[src/include/cxd_pkg.sv]
// Package: constants for the extended display control register bank
`default_nettype none
package cxd_pkg;

  // ----------------------------------------------------------------------
  // Register indices behind the data port
  // ----------------------------------------------------------------------
  localparam logic [7:0] IDX_TIMING_OVERFLOW = 8'h25;
  localparam logic [7:0] IDX_FIFO_FILL_LIMIT = 8'h27;
  localparam logic [7:0] IDX_PALETTE_DAC     = 8'h28;

  // ----------------------------------------------------------------------
  // Port selection of the indexed pair
  // ----------------------------------------------------------------------
  localparam logic PORT_INDEX = 1'b0;
  localparam logic PORT_DATA  = 1'b1;

  // ----------------------------------------------------------------------
  // Reset values
  // ----------------------------------------------------------------------
  localparam logic [7:0] RST_TIMING_OVERFLOW = 8'hff;
  localparam logic [7:0] RST_FIFO_FILL_LIMIT = 8'hd0;
  localparam logic [7:0] RST_PALETTE_DAC     = 8'h08;
  localparam logic [7:0] RST_INDEX           = 8'h00;

  // ----------------------------------------------------------------------
  // Read masks: zero bits read as zero
  // ----------------------------------------------------------------------
  localparam logic [7:0] RDMASK_TIMING_OVERFLOW = 8'h3f;
  localparam logic [7:0] RDMASK_FIFO_FILL_LIMIT = 8'hf8;
  localparam logic [7:0] RDMASK_PALETTE_DAC     = 8'hff;
  localparam logic [7:0] RD_UNMAPPED            = 8'h00;

  // ----------------------------------------------------------------------
  // Field positions, timing overflow register
  // ----------------------------------------------------------------------
  localparam int TOV_HBLANK_END = 4;
  localparam int TOV_VBLANK_ST  = 3;
  localparam int TOV_VRETRACE   = 2;
  localparam int TOV_VDISP_END  = 1;
  localparam int TOV_VTOTAL     = 0;

  // ----------------------------------------------------------------------
  // Field positions, fill limit and palette control
  // ----------------------------------------------------------------------
  localparam int FFL_LIMIT_HI   = 7;
  localparam int FFL_LIMIT_LO   = 3;
  localparam int PDC_POWER_OFF  = 7;
  localparam int PDC_PEDESTAL   = 6;
  localparam int PDC_SENSE_OFF  = 5;
  localparam int PDC_TABLE_SKIP = 3;
  localparam int PDC_DEPTH_HI   = 2;
  localparam int PDC_DEPTH_LO   = 0;

  // ----------------------------------------------------------------------
  // Pixel depth codes
  // ----------------------------------------------------------------------
  typedef enum logic [2:0] {
    CXD_DEPTH_STD8   = 3'b000,
    CXD_DEPTH_EXT8   = 3'b001,
    CXD_DEPTH_RGB555 = 3'b010,
    CXD_DEPTH_RGB565 = 3'b011,
    CXD_DEPTH_RGB888 = 3'b100,
    CXD_DEPTH_RGB8888 = 3'b101,
    CXD_DEPTH_RSV6   = 3'b110,
    CXD_DEPTH_RSV7   = 3'b111
  } cxd_depth_e;

endpackage : cxd_pkg
`default_nettype wire

[src/rtl/cxd_ext_display_ctrl.sv]
// Extended display control register bank with timing, fetch and pixel-path controls
//
// Behaviour
// - Timing overflow bit 4 drives horizontal blanking end bit 6.
// - Timing overflow bits 3..0 drive bit 10 of four vertical timing values.
// - Timing overflow bits 7 and 6 always read as zero.
// - Stall display FIFO fetches while occupancy is above the fill limit.
// - Palette bit 7 powers down the converters.
// - Palette bit 6 selects 0 or 7.5 IRE blanking pedestal.
// - Palette bit 5 powers down the monitor sense circuitry.
// - Palette bit 3 sends pixels straight to converters, else through table.
// - Palette bits 2..0 pick pixel depth; codes 11x are reserved.
// - 15/16-bit components left-justify into 8 bits, low bits zero.
// - Reset loads FFh, D0h and 08h into the three registers.
// - Fill limit bits 2..0 always read as zero.
`default_nettype none
module cxd_ext_display_ctrl (
  // Clock and reset
  input  wire logic        clock,
  input  wire logic        reset_n,
  // Indexed register port pair
  input  wire logic        io_wr,
  input  wire logic        io_rd,
  input  wire logic        io_port_sel,
  input  wire logic [7:0]  io_wdata,
  output logic      [7:0]  io_rdata,
  // Timing overflow bits
  output logic             hblank_end_msb,
  output logic             vblank_start_msb,
  output logic             vretrace_start_msb,
  output logic             vdisplay_end_msb,
  output logic             vtotal_msb,
  // Display FIFO fetch control
  input  wire logic [7:0]  fifo_level,
  output logic             fetch_stall,
  // Converter and sense controls
  output logic             converter_power_off,
  output logic             pedestal_7p5_ire,
  output logic             monitor_sense_power_off,
  output logic             colour_table_skip,
  output logic      [2:0]  pixel_depth_sel,
  output logic             pixel_depth_reserved,
  // Pixel path
  input  wire logic        pixel_valid,
  input  wire logic [31:0] pixel_word,
  output logic      [23:0] pixel_rgb,
  output logic             pixel_to_dac_valid,
  output logic             pixel_to_table_valid
);

  // ----------------------------------------------------------------------
  // Read decode, shared by the data port read and nothing else mapped
  // ----------------------------------------------------------------------
  function automatic logic [7:0] read_select(
    input logic [7:0] idx,
    input logic [7:0] tov,
    input logic [7:0] ffl,
    input logic [7:0] pdc
  );
    case (idx)
      cxd_pkg::IDX_TIMING_OVERFLOW: read_select = tov & cxd_pkg::RDMASK_TIMING_OVERFLOW;
      cxd_pkg::IDX_FIFO_FILL_LIMIT: read_select = ffl & cxd_pkg::RDMASK_FIFO_FILL_LIMIT;
      cxd_pkg::IDX_PALETTE_DAC:     read_select = pdc & cxd_pkg::RDMASK_PALETTE_DAC;
      default:                      read_select = cxd_pkg::RD_UNMAPPED;
    endcase
  endfunction : read_select

  function automatic logic hit(input logic [7:0] idx, input logic [7:0] target);
    hit = (idx == target);
  endfunction : hit

  // ----------------------------------------------------------------------
  // Register bank state
  // ----------------------------------------------------------------------
  logic [7:0] index_reg;
  logic [7:0] index_next;
  logic [7:0] tov_reg;
  logic [7:0] tov_next;
  logic [7:0] ffl_reg;
  logic [7:0] ffl_next;
  logic [7:0] pdc_reg;
  logic [7:0] pdc_next;
  logic [7:0] rdata_reg;
  logic [7:0] rdata_next;

  logic index_wr;
  logic index_rd;
  logic data_wr;
  logic data_rd;

  assign index_wr = io_wr & (io_port_sel == cxd_pkg::PORT_INDEX);
  assign index_rd = io_rd & (io_port_sel == cxd_pkg::PORT_INDEX);
  assign data_wr  = io_wr & (io_port_sel == cxd_pkg::PORT_DATA);
  assign data_rd  = io_rd & (io_port_sel == cxd_pkg::PORT_DATA);

  always_comb begin
    index_next = index_reg;
    tov_next   = tov_reg;
    ffl_next   = ffl_reg;
    pdc_next   = pdc_reg;
    rdata_next = rdata_reg;
    if (index_wr) begin
      index_next = io_wdata;
    end
    if (data_wr) begin
      // Writes land in the register last indexed; unmapped indices are ignored
      if (hit(index_reg, cxd_pkg::IDX_TIMING_OVERFLOW)) begin
        tov_next = io_wdata;
      end
      if (hit(index_reg, cxd_pkg::IDX_FIFO_FILL_LIMIT)) begin
        // Low bits are not stored so they can never read back
        ffl_next = io_wdata & cxd_pkg::RDMASK_FIFO_FILL_LIMIT;
      end
      if (hit(index_reg, cxd_pkg::IDX_PALETTE_DAC)) begin
        // Reserved bit 4 is stored as written; keeping it at one is left to software
        pdc_next = io_wdata;
      end
    end
    // A read in the same cycle as a write sees the bank as it stood before it
    if (index_rd) begin
      rdata_next = index_reg;
    end
    if (data_rd) begin
      rdata_next = read_select(index_reg, tov_reg, ffl_reg, pdc_reg);
    end
  end

  always_ff @(posedge clock or negedge reset_n) begin
    if (!reset_n) begin
      index_reg <= cxd_pkg::RST_INDEX;
      tov_reg   <= cxd_pkg::RST_TIMING_OVERFLOW;
      ffl_reg   <= cxd_pkg::RST_FIFO_FILL_LIMIT;
      pdc_reg   <= cxd_pkg::RST_PALETTE_DAC;
      rdata_reg <= cxd_pkg::RD_UNMAPPED;
    end else begin
      index_reg <= index_next;
      tov_reg   <= tov_next;
      ffl_reg   <= ffl_next;
      pdc_reg   <= pdc_next;
      rdata_reg <= rdata_next;
    end
  end

  // ----------------------------------------------------------------------
  // Reset images of the derived outputs
  // ----------------------------------------------------------------------
  // Built from the bank's reset values so the pins agree with a read-back
  // from the first cycle after reset, before any write has reached them.
  localparam logic [4:0] TMSB_RESET = {
    cxd_pkg::RST_TIMING_OVERFLOW[cxd_pkg::TOV_HBLANK_END],
    cxd_pkg::RST_TIMING_OVERFLOW[cxd_pkg::TOV_VBLANK_ST],
    cxd_pkg::RST_TIMING_OVERFLOW[cxd_pkg::TOV_VRETRACE],
    cxd_pkg::RST_TIMING_OVERFLOW[cxd_pkg::TOV_VDISP_END],
    cxd_pkg::RST_TIMING_OVERFLOW[cxd_pkg::TOV_VTOTAL]
  };

  localparam logic [3:0] CTL_RESET = {
    cxd_pkg::RST_PALETTE_DAC[cxd_pkg::PDC_POWER_OFF],
    cxd_pkg::RST_PALETTE_DAC[cxd_pkg::PDC_PEDESTAL],
    cxd_pkg::RST_PALETTE_DAC[cxd_pkg::PDC_SENSE_OFF],
    cxd_pkg::RST_PALETTE_DAC[cxd_pkg::PDC_TABLE_SKIP]
  };

  localparam logic [2:0] DEPTH_RESET = cxd_pkg::RST_PALETTE_DAC[cxd_pkg::PDC_DEPTH_HI:cxd_pkg::PDC_DEPTH_LO];

  // ----------------------------------------------------------------------
  // Control outputs, registered one cycle behind the bank
  // ----------------------------------------------------------------------
  // One extra edge on the pins keeps the read mux apart from the timing fan-out
  logic [4:0] tmsb_reg;
  logic [4:0] tmsb_next;
  logic [3:0] ctl_reg;
  logic [3:0] ctl_next;

  always_comb begin
    tmsb_next = {tov_reg[cxd_pkg::TOV_HBLANK_END],
                 tov_reg[cxd_pkg::TOV_VBLANK_ST],
                 tov_reg[cxd_pkg::TOV_VRETRACE],
                 tov_reg[cxd_pkg::TOV_VDISP_END],
                 tov_reg[cxd_pkg::TOV_VTOTAL]};
    ctl_next  = {pdc_reg[cxd_pkg::PDC_POWER_OFF],
                 pdc_reg[cxd_pkg::PDC_PEDESTAL],
                 pdc_reg[cxd_pkg::PDC_SENSE_OFF],
                 pdc_reg[cxd_pkg::PDC_TABLE_SKIP]};
  end

  always_ff @(posedge clock or negedge reset_n) begin
    if (!reset_n) begin
      tmsb_reg <= TMSB_RESET;
      ctl_reg  <= CTL_RESET;
    end else begin
      tmsb_reg <= tmsb_next;
      ctl_reg  <= ctl_next;
    end
  end

  // ----------------------------------------------------------------------
  // Fetch throttle
  // ----------------------------------------------------------------------
  // The limit field counts in units of eight entries, so it is compared as the
  // byte it occupies; occupancy equal to the limit still fetches.
  logic       stall_reg;
  logic       stall_next;
  logic [7:0] limit_level;

  assign limit_level = {ffl_reg[cxd_pkg::FFL_LIMIT_HI:cxd_pkg::FFL_LIMIT_LO], 3'h0};

  always_comb begin
    stall_next = (fifo_level > limit_level);
  end

  always_ff @(posedge clock or negedge reset_n) begin
    if (!reset_n) begin
      stall_reg <= 1'b0;
    end else begin
      stall_reg <= stall_next;
    end
  end

  // ----------------------------------------------------------------------
  // Pixel path
  // ----------------------------------------------------------------------
  logic [2:0]  depth_sel;
  logic [23:0] wide_rgb;
  logic        wide_reserved;
  logic [23:0] rgb_reg;
  logic [23:0] rgb_next;
  logic        dac_vld_reg;
  logic        dac_vld_next;
  logic        tbl_vld_reg;
  logic        tbl_vld_next;
  logic [2:0]  depth_reg;
  logic        rsv_reg;
  logic        pixel_accept;

  assign depth_sel = pdc_reg[cxd_pkg::PDC_DEPTH_HI:cxd_pkg::PDC_DEPTH_LO];

  // Gating reads the bank bit, not the delayed pin, so a power-down stops the next pixel
  assign pixel_accept = pixel_valid & ~pdc_reg[cxd_pkg::PDC_POWER_OFF] & ~wide_reserved;

  cxd_pixel_widen u_widen (
    .depth_sel      (depth_sel),
    .pixel_word     (pixel_word),
    .rgb_out        (wide_rgb),
    .depth_reserved (wide_reserved)
  );

  always_comb begin
    rgb_next     = rgb_reg;
    dac_vld_next = 1'b0;
    tbl_vld_next = 1'b0;
    // Powered-down converters and reserved formats emit nothing
    if (pixel_accept) begin
      rgb_next = wide_rgb;
      if (pdc_reg[cxd_pkg::PDC_TABLE_SKIP]) begin
        dac_vld_next = 1'b1;
      end else begin
        tbl_vld_next = 1'b1;
      end
    end
  end

  always_ff @(posedge clock or negedge reset_n) begin
    if (!reset_n) begin
      rgb_reg     <= 24'h000000;
      dac_vld_reg <= 1'b0;
      tbl_vld_reg <= 1'b0;
      depth_reg   <= DEPTH_RESET;
      rsv_reg     <= 1'b0;
    end else begin
      rgb_reg     <= rgb_next;
      dac_vld_reg <= dac_vld_next;
      tbl_vld_reg <= tbl_vld_next;
      depth_reg   <= depth_sel;
      rsv_reg     <= wide_reserved;
    end
  end

  // ----------------------------------------------------------------------
  // Output drive
  // ----------------------------------------------------------------------
  assign io_rdata                = rdata_reg;
  assign hblank_end_msb          = tmsb_reg[4];
  assign vblank_start_msb        = tmsb_reg[3];
  assign vretrace_start_msb      = tmsb_reg[2];
  assign vdisplay_end_msb        = tmsb_reg[1];
  assign vtotal_msb              = tmsb_reg[0];
  assign fetch_stall             = stall_reg;
  assign converter_power_off     = ctl_reg[3];
  assign pedestal_7p5_ire        = ctl_reg[2];
  assign monitor_sense_power_off = ctl_reg[1];
  assign colour_table_skip       = ctl_reg[0];
  assign pixel_depth_sel         = depth_reg;
  assign pixel_depth_reserved    = rsv_reg;
  assign pixel_rgb               = rgb_reg;
  assign pixel_to_dac_valid      = dac_vld_reg;
  assign pixel_to_table_valid    = tbl_vld_reg;

endmodule : cxd_ext_display_ctrl
`default_nettype wire

[src/rtl/cxd_pixel_widen.sv]
// Combinational pixel widener: unpacks a pixel word into three 8-bit components
`default_nettype none
module cxd_pixel_widen (
  // Format and pixel
  input  wire logic [2:0]  depth_sel,
  input  wire logic [31:0] pixel_word,
  // Widened result
  output logic      [23:0] rgb_out,
  output logic             depth_reserved
);

  // ----------------------------------------------------------------------
  // Left-justify helpers, low bits filled with zero
  // ----------------------------------------------------------------------
  function automatic logic [7:0] widen5(input logic [4:0] c);
    widen5 = {c, 3'h0};
  endfunction : widen5

  function automatic logic [7:0] widen6(input logic [5:0] c);
    widen6 = {c, 2'h0};
  endfunction : widen6

  always_comb begin
    rgb_out        = 24'h000000;
    depth_reserved = 1'b0;
    case (cxd_pkg::cxd_depth_e'(depth_sel))
      cxd_pkg::CXD_DEPTH_STD8,
      cxd_pkg::CXD_DEPTH_EXT8: begin
        // 8-bit modes carry a table index in the low byte
        rgb_out = {16'h0000, pixel_word[7:0]};
      end
      cxd_pkg::CXD_DEPTH_RGB555: begin
        rgb_out = {widen5(pixel_word[14:10]), widen5(pixel_word[9:5]), widen5(pixel_word[4:0])};
      end
      cxd_pkg::CXD_DEPTH_RGB565: begin
        rgb_out = {widen5(pixel_word[15:11]), widen6(pixel_word[10:5]), widen5(pixel_word[4:0])};
      end
      cxd_pkg::CXD_DEPTH_RGB888,
      cxd_pkg::CXD_DEPTH_RGB8888: begin
        // Alpha byte of 32-bit pixels is not displayed
        rgb_out = pixel_word[23:0];
      end
      default: begin
        depth_reserved = 1'b1;
      end
    endcase
  end

endmodule : cxd_pixel_widen
`default_nettype wire

[config.mk]
export PLATFORM = sky130hd
export DESIGN_NAME = cxd_ext_display_ctrl
export DESIGN_NICKNAME = d
export VERILOG_FILES = /design/src/include/cxd_pkg.sv /design/src/rtl/cxd_ext_display_ctrl.sv /design/src/rtl/cxd_pixel_widen.sv
export SDC_FILE = /design/constraint.sdc
export NUM_CORES = 1
export LEC_CHECK = 0
export BUFFER_PORTS_ARGS = -buffer_cell sky130_fd_sc_hd__buf_4
export CORE_ASPECT_RATIO = 1.25
export CORE_UTILIZATION = 51
export DETAILED_ROUTE_END_ITERATION = 8
export PLACE_DENSITY = 0.8
export SLEW_MARGIN = 20
export SYNTH_ARGS = -nofsm -noshare
export SYNTH_HDL_FRONTEND = slang
export SYNTH_SLANG_ARGS = --single-unit
[constraint.sdc]
create_clock -name clock -period 1.84 [get_ports clock]
set_input_delay 0.276 -clock clock [delete_from_list [all_inputs] [get_ports clock]]
set_output_delay 0.276 -clock clock [all_outputs]
set_load 0.05 [all_outputs]
==> impl_results.md <==
* Die footprint at approximately 7000 um^2
* Die extent in y at 92.0 um
* Via count of the first global-routing pass at roughly 2600
* Number of buffers created by CTS at 9
* Total global routing track utilization at roughly 25%
* Area fraction of the dominant cell type after synthesis at 44.6%
* Clock transition at the registers of the reported paths at about 0.070 ns
* Slew Limit Headroom at 50.8%
* PD cells at 1060 nW/um^2
* Final critical-path required period at ~1.6 ns
* Core Rows at 32
* VDD IR-drop max at about 540 uV
* Signal arrival time at the worst endpoint at 1.91 ns
* Biggest area consumer among synthesized cells: sky130_fd_sc_hd__dfrtp_1
* Boundary pin count at 102
* Final worst-path cycle share at 88.7%
* Antenna diode instance count at 0
* Achievable clock frequency at 613 MHz
* Global placement routability congestion at 0.806
* Post-CTS setup repair buffer count at 0
* Root Buffer Master: sky130_fd_sc_hd__clkbuf_8
* WP data required at roughly 2.1 ns
* Number of remaining DRC errors at 0
* Final setup fails at 0
* CP startpoint kind: flop
* MaxCap Viol Count at 0
* Unrepaired setup endpoints after global routing: no
* Total power at 0.00462 W
* Detailed router's first-iteration violation count at 127
* Leftover overflow at the end of global routing at 0
* Placed wire-length estimate at 5.80 mm
* Gate count after technology mapping at 289
* Synthesized cell area at 3310 um^2
* Insertion delay of the later-clocked pin in the worst-skew pair at 0.34 ns
* Mean instance size in the synthesized netlist at 11.4 um^2
* Flip-flop count of the largest register after layout at 24
* Most common library cells after synthesis: sky130_fd_sc_hd__dfrtp_1 (59), sky130_fd_sc_hd__nor2_1 (35), sky130_fd_sc_hd__mux2_2 (32), sky130_fd_sc_hd__o21ai_0 (30), sky130_fd_sc_hd__nand2_1 (21)
* Placeable core region at ~6200 um^2
* Starting density of the core at between 50% and 60%
* Synth Flop Type: sky130_fd_sc_hd__dfrtp_1
* Core Util, Final at 70.5%
* Maximum clock skew at final layout at 0.0117 ns
* Static leakage power at approximately 2.1 nW
* Pin count of the biggest net entering global routing at between 40 and 50
* Number of distinct library cells after synthesis at 38
* Routed vias/inst at 5.61
* TritonRoute pass-1 iters at 4
* Min-Delay Path Class: input pin to flop
* Hold violation total from the final report at 0
* Share of synthesized area occupied by flip-flops and latches at 57.3%
* Critical path class: flop to flop
* Transition time at the pin with the least slew margin at 0.736 ns
* Synth Net Count at 348
* Share of async-settable or async-resettable flops after synthesis at 100%
* Result of the run: complete, no violations
* WL final at 7.86 mm
* Count of yosys warnings during synthesis at 0
* First-pass GRT wire length at 12.7 mm
* H-tree levels at 3
* Worst reg2reg path depth at 5
* Ratio of cells with drive above 1 in the final layout at 43.4%
* Synth-to-Final Area Change at 32.3%
* Number of antenna violations at the first check in global routing at 0
* Hold path depth at 2
* Setup_tns at 0 ns
* Count of nets left with antenna violations after detail routing at 0
* Via count at approximately 2700
* Nets at 450
* DIE WIDTH at 74.0 um
* Number of enable-type register cells in the synthesized netlist at 0
* Number of buffers inserted by port buffering at a little over 90
* Most frequent cell after synthesis: sky130_fd_sc_hd__dfrtp_1
* Maximum clock insertion buffer count at 2
* Wire length per cell after detailed routing at 16.3 um
* Sinks on Clock Net at 75
* Largest fanout of any net on the critical path at 9
* CTS tree: done
* Max-slew violations at 0
* Dominant cells by area after synthesis: sky130_fd_sc_hd__dfrtp_1 (45%), sky130_fd_sc_hd__dfstp_2 (13%), sky130_fd_sc_hd__mux2_2 (11%)
* FF+latch count, synth at 75
* Critical path endpoint category: flop
[area by class of cell]
class                   instances  area, um^2
repair buffers                104         796
inverters                      14        52.6
fillers                       468        1830
clock buffers                  12         155
clock inverters                 4        72.6
multi-input cells             187        1300
well taps                      85         106
flip-flops and latches         75        1900
[worst max-delay path, cell delays in order, from the launching register on]
cell	delay (ns)
sky130_fd_sc_hd__dfrtp_1	0.44
sky130_fd_sc_hd__and3b_1	0.44
sky130_fd_sc_hd__buf_4	0.21
sky130_fd_sc_hd__a32oi_1	0.12
sky130_fd_sc_hd__o221ai_1	0.21
sky130_fd_sc_hd__o21a_1	0.15
[path summary, 6_finish.rpt]
check | end | startpoint | slack [ns]
max | io_rdata[7]$_DFFE_PN0P_ | index_reg[0]$_DFFE_PN0P_ | 0.21
min | pixel_rgb[2]$_DFFE_PN0P_ | pixel_word[2] | 0.17
max reg2reg | io_rdata[7]$_DFFE_PN0P_ | index_reg[0]$_DFFE_PN0P_ | 0.21
min reg2reg | tmsb_reg[4]$_DFF_PN1_ | tov_reg[4]$_DFFE_PN1P_ | 0.37
max in group asynchronous | io_rdata[0]$_DFFE_PN0P_ | reset_n | 0.79
min in group asynchronous | pixel_rgb[22]$_DFFE_PN0P_ | reset_n | 0.46
[power breakdown]
| group | internal [W] | switching (W) |
|---|---|---|
| logic | 0.000425 | 0.000811 |
| clock network | 0.000837 | 0.000578 |
| registers | 0.00185 | 0.000122 |
[per-layer routing]
layer / global-route usage, % / share of wire, % / up-vias
li1: - / - / 1237
met1: 30.0 / 40 / 1348
met2: 43.0 / 53 / 97
met3: 3.41 / 5.0 / 15
met4: 10.9 / 1.9 / 0
met5: 0 / 0 / -
[repair_timing]
item / 4_1_cts / 5_1_grt
gates resized for setup: 0 / 2
hold buffers: 1 / 0
hold endpoints to repair: 27 / 0
setup endpoints to repair: 0 / 8
[cells in the final DEF (no fill, tap or decap), types with 2 or more instances in the layout]
master                      netlist  routed
sky130_fd_sc_hd__dfrtp_1         59      59
sky130_fd_sc_hd__a32oi_1          3       3
sky130_fd_sc_hd__and2_1           2       2
sky130_fd_sc_hd__buf_4            1     102
sky130_fd_sc_hd__nor2b_1          4       4
sky130_fd_sc_hd__nor2_1          35      34
sky130_fd_sc_hd__a22oi_1          6       6
sky130_fd_sc_hd__bufinv_16        0       2
sky130_fd_sc_hd__nand2_1         21      21
sky130_fd_sc_hd__inv_1           14      14
sky130_fd_sc_hd__dfstp_2         16      16
sky130_fd_sc_hd__o21ai_0         30      30
sky130_fd_sc_hd__ha_1             5       5
sky130_fd_sc_hd__o21ai_1          3       3
sky130_fd_sc_hd__a22o_1           8       8
sky130_fd_sc_hd__mux2_2          32      32
sky130_fd_sc_hd__o21a_1           3       3
sky130_fd_sc_hd__clkbuf_8         0      11
sky130_fd_sc_hd__nand3_1          2       2
sky130_fd_sc_hd__o221ai_1         2       2
sky130_fd_sc_hd__a221oi_1        14      14
[metrics by stage]
step	setup WS, ns	hold WS (ns)	cell area, um^2	cells
6_report	0.209	0.175	4380	481
4_1_cts	0.0568	0.162	4370	481
5_1_grt	0.0808	0.163	4380	481
3_3_place_gp	0.162	0.307	4140	464
3_5_place_dp	0.0825	0.313	4140	464
2_1_floorplan	0.334	-0.0196	3310	289
[cells by family after synthesis]
family	Yosys count	synth area share [%]
flip-flops	75	57.3
AO/OA/AOI/OAI	74	15.3
buffers and inverters	27	3.56
AND/OR/NAND/NOR	76	11.0
adder cells (fa/ha/maj)	5	1.89
multiplexers	32	10.9
No activity file was read; power rests on OpenSTA's default activity.
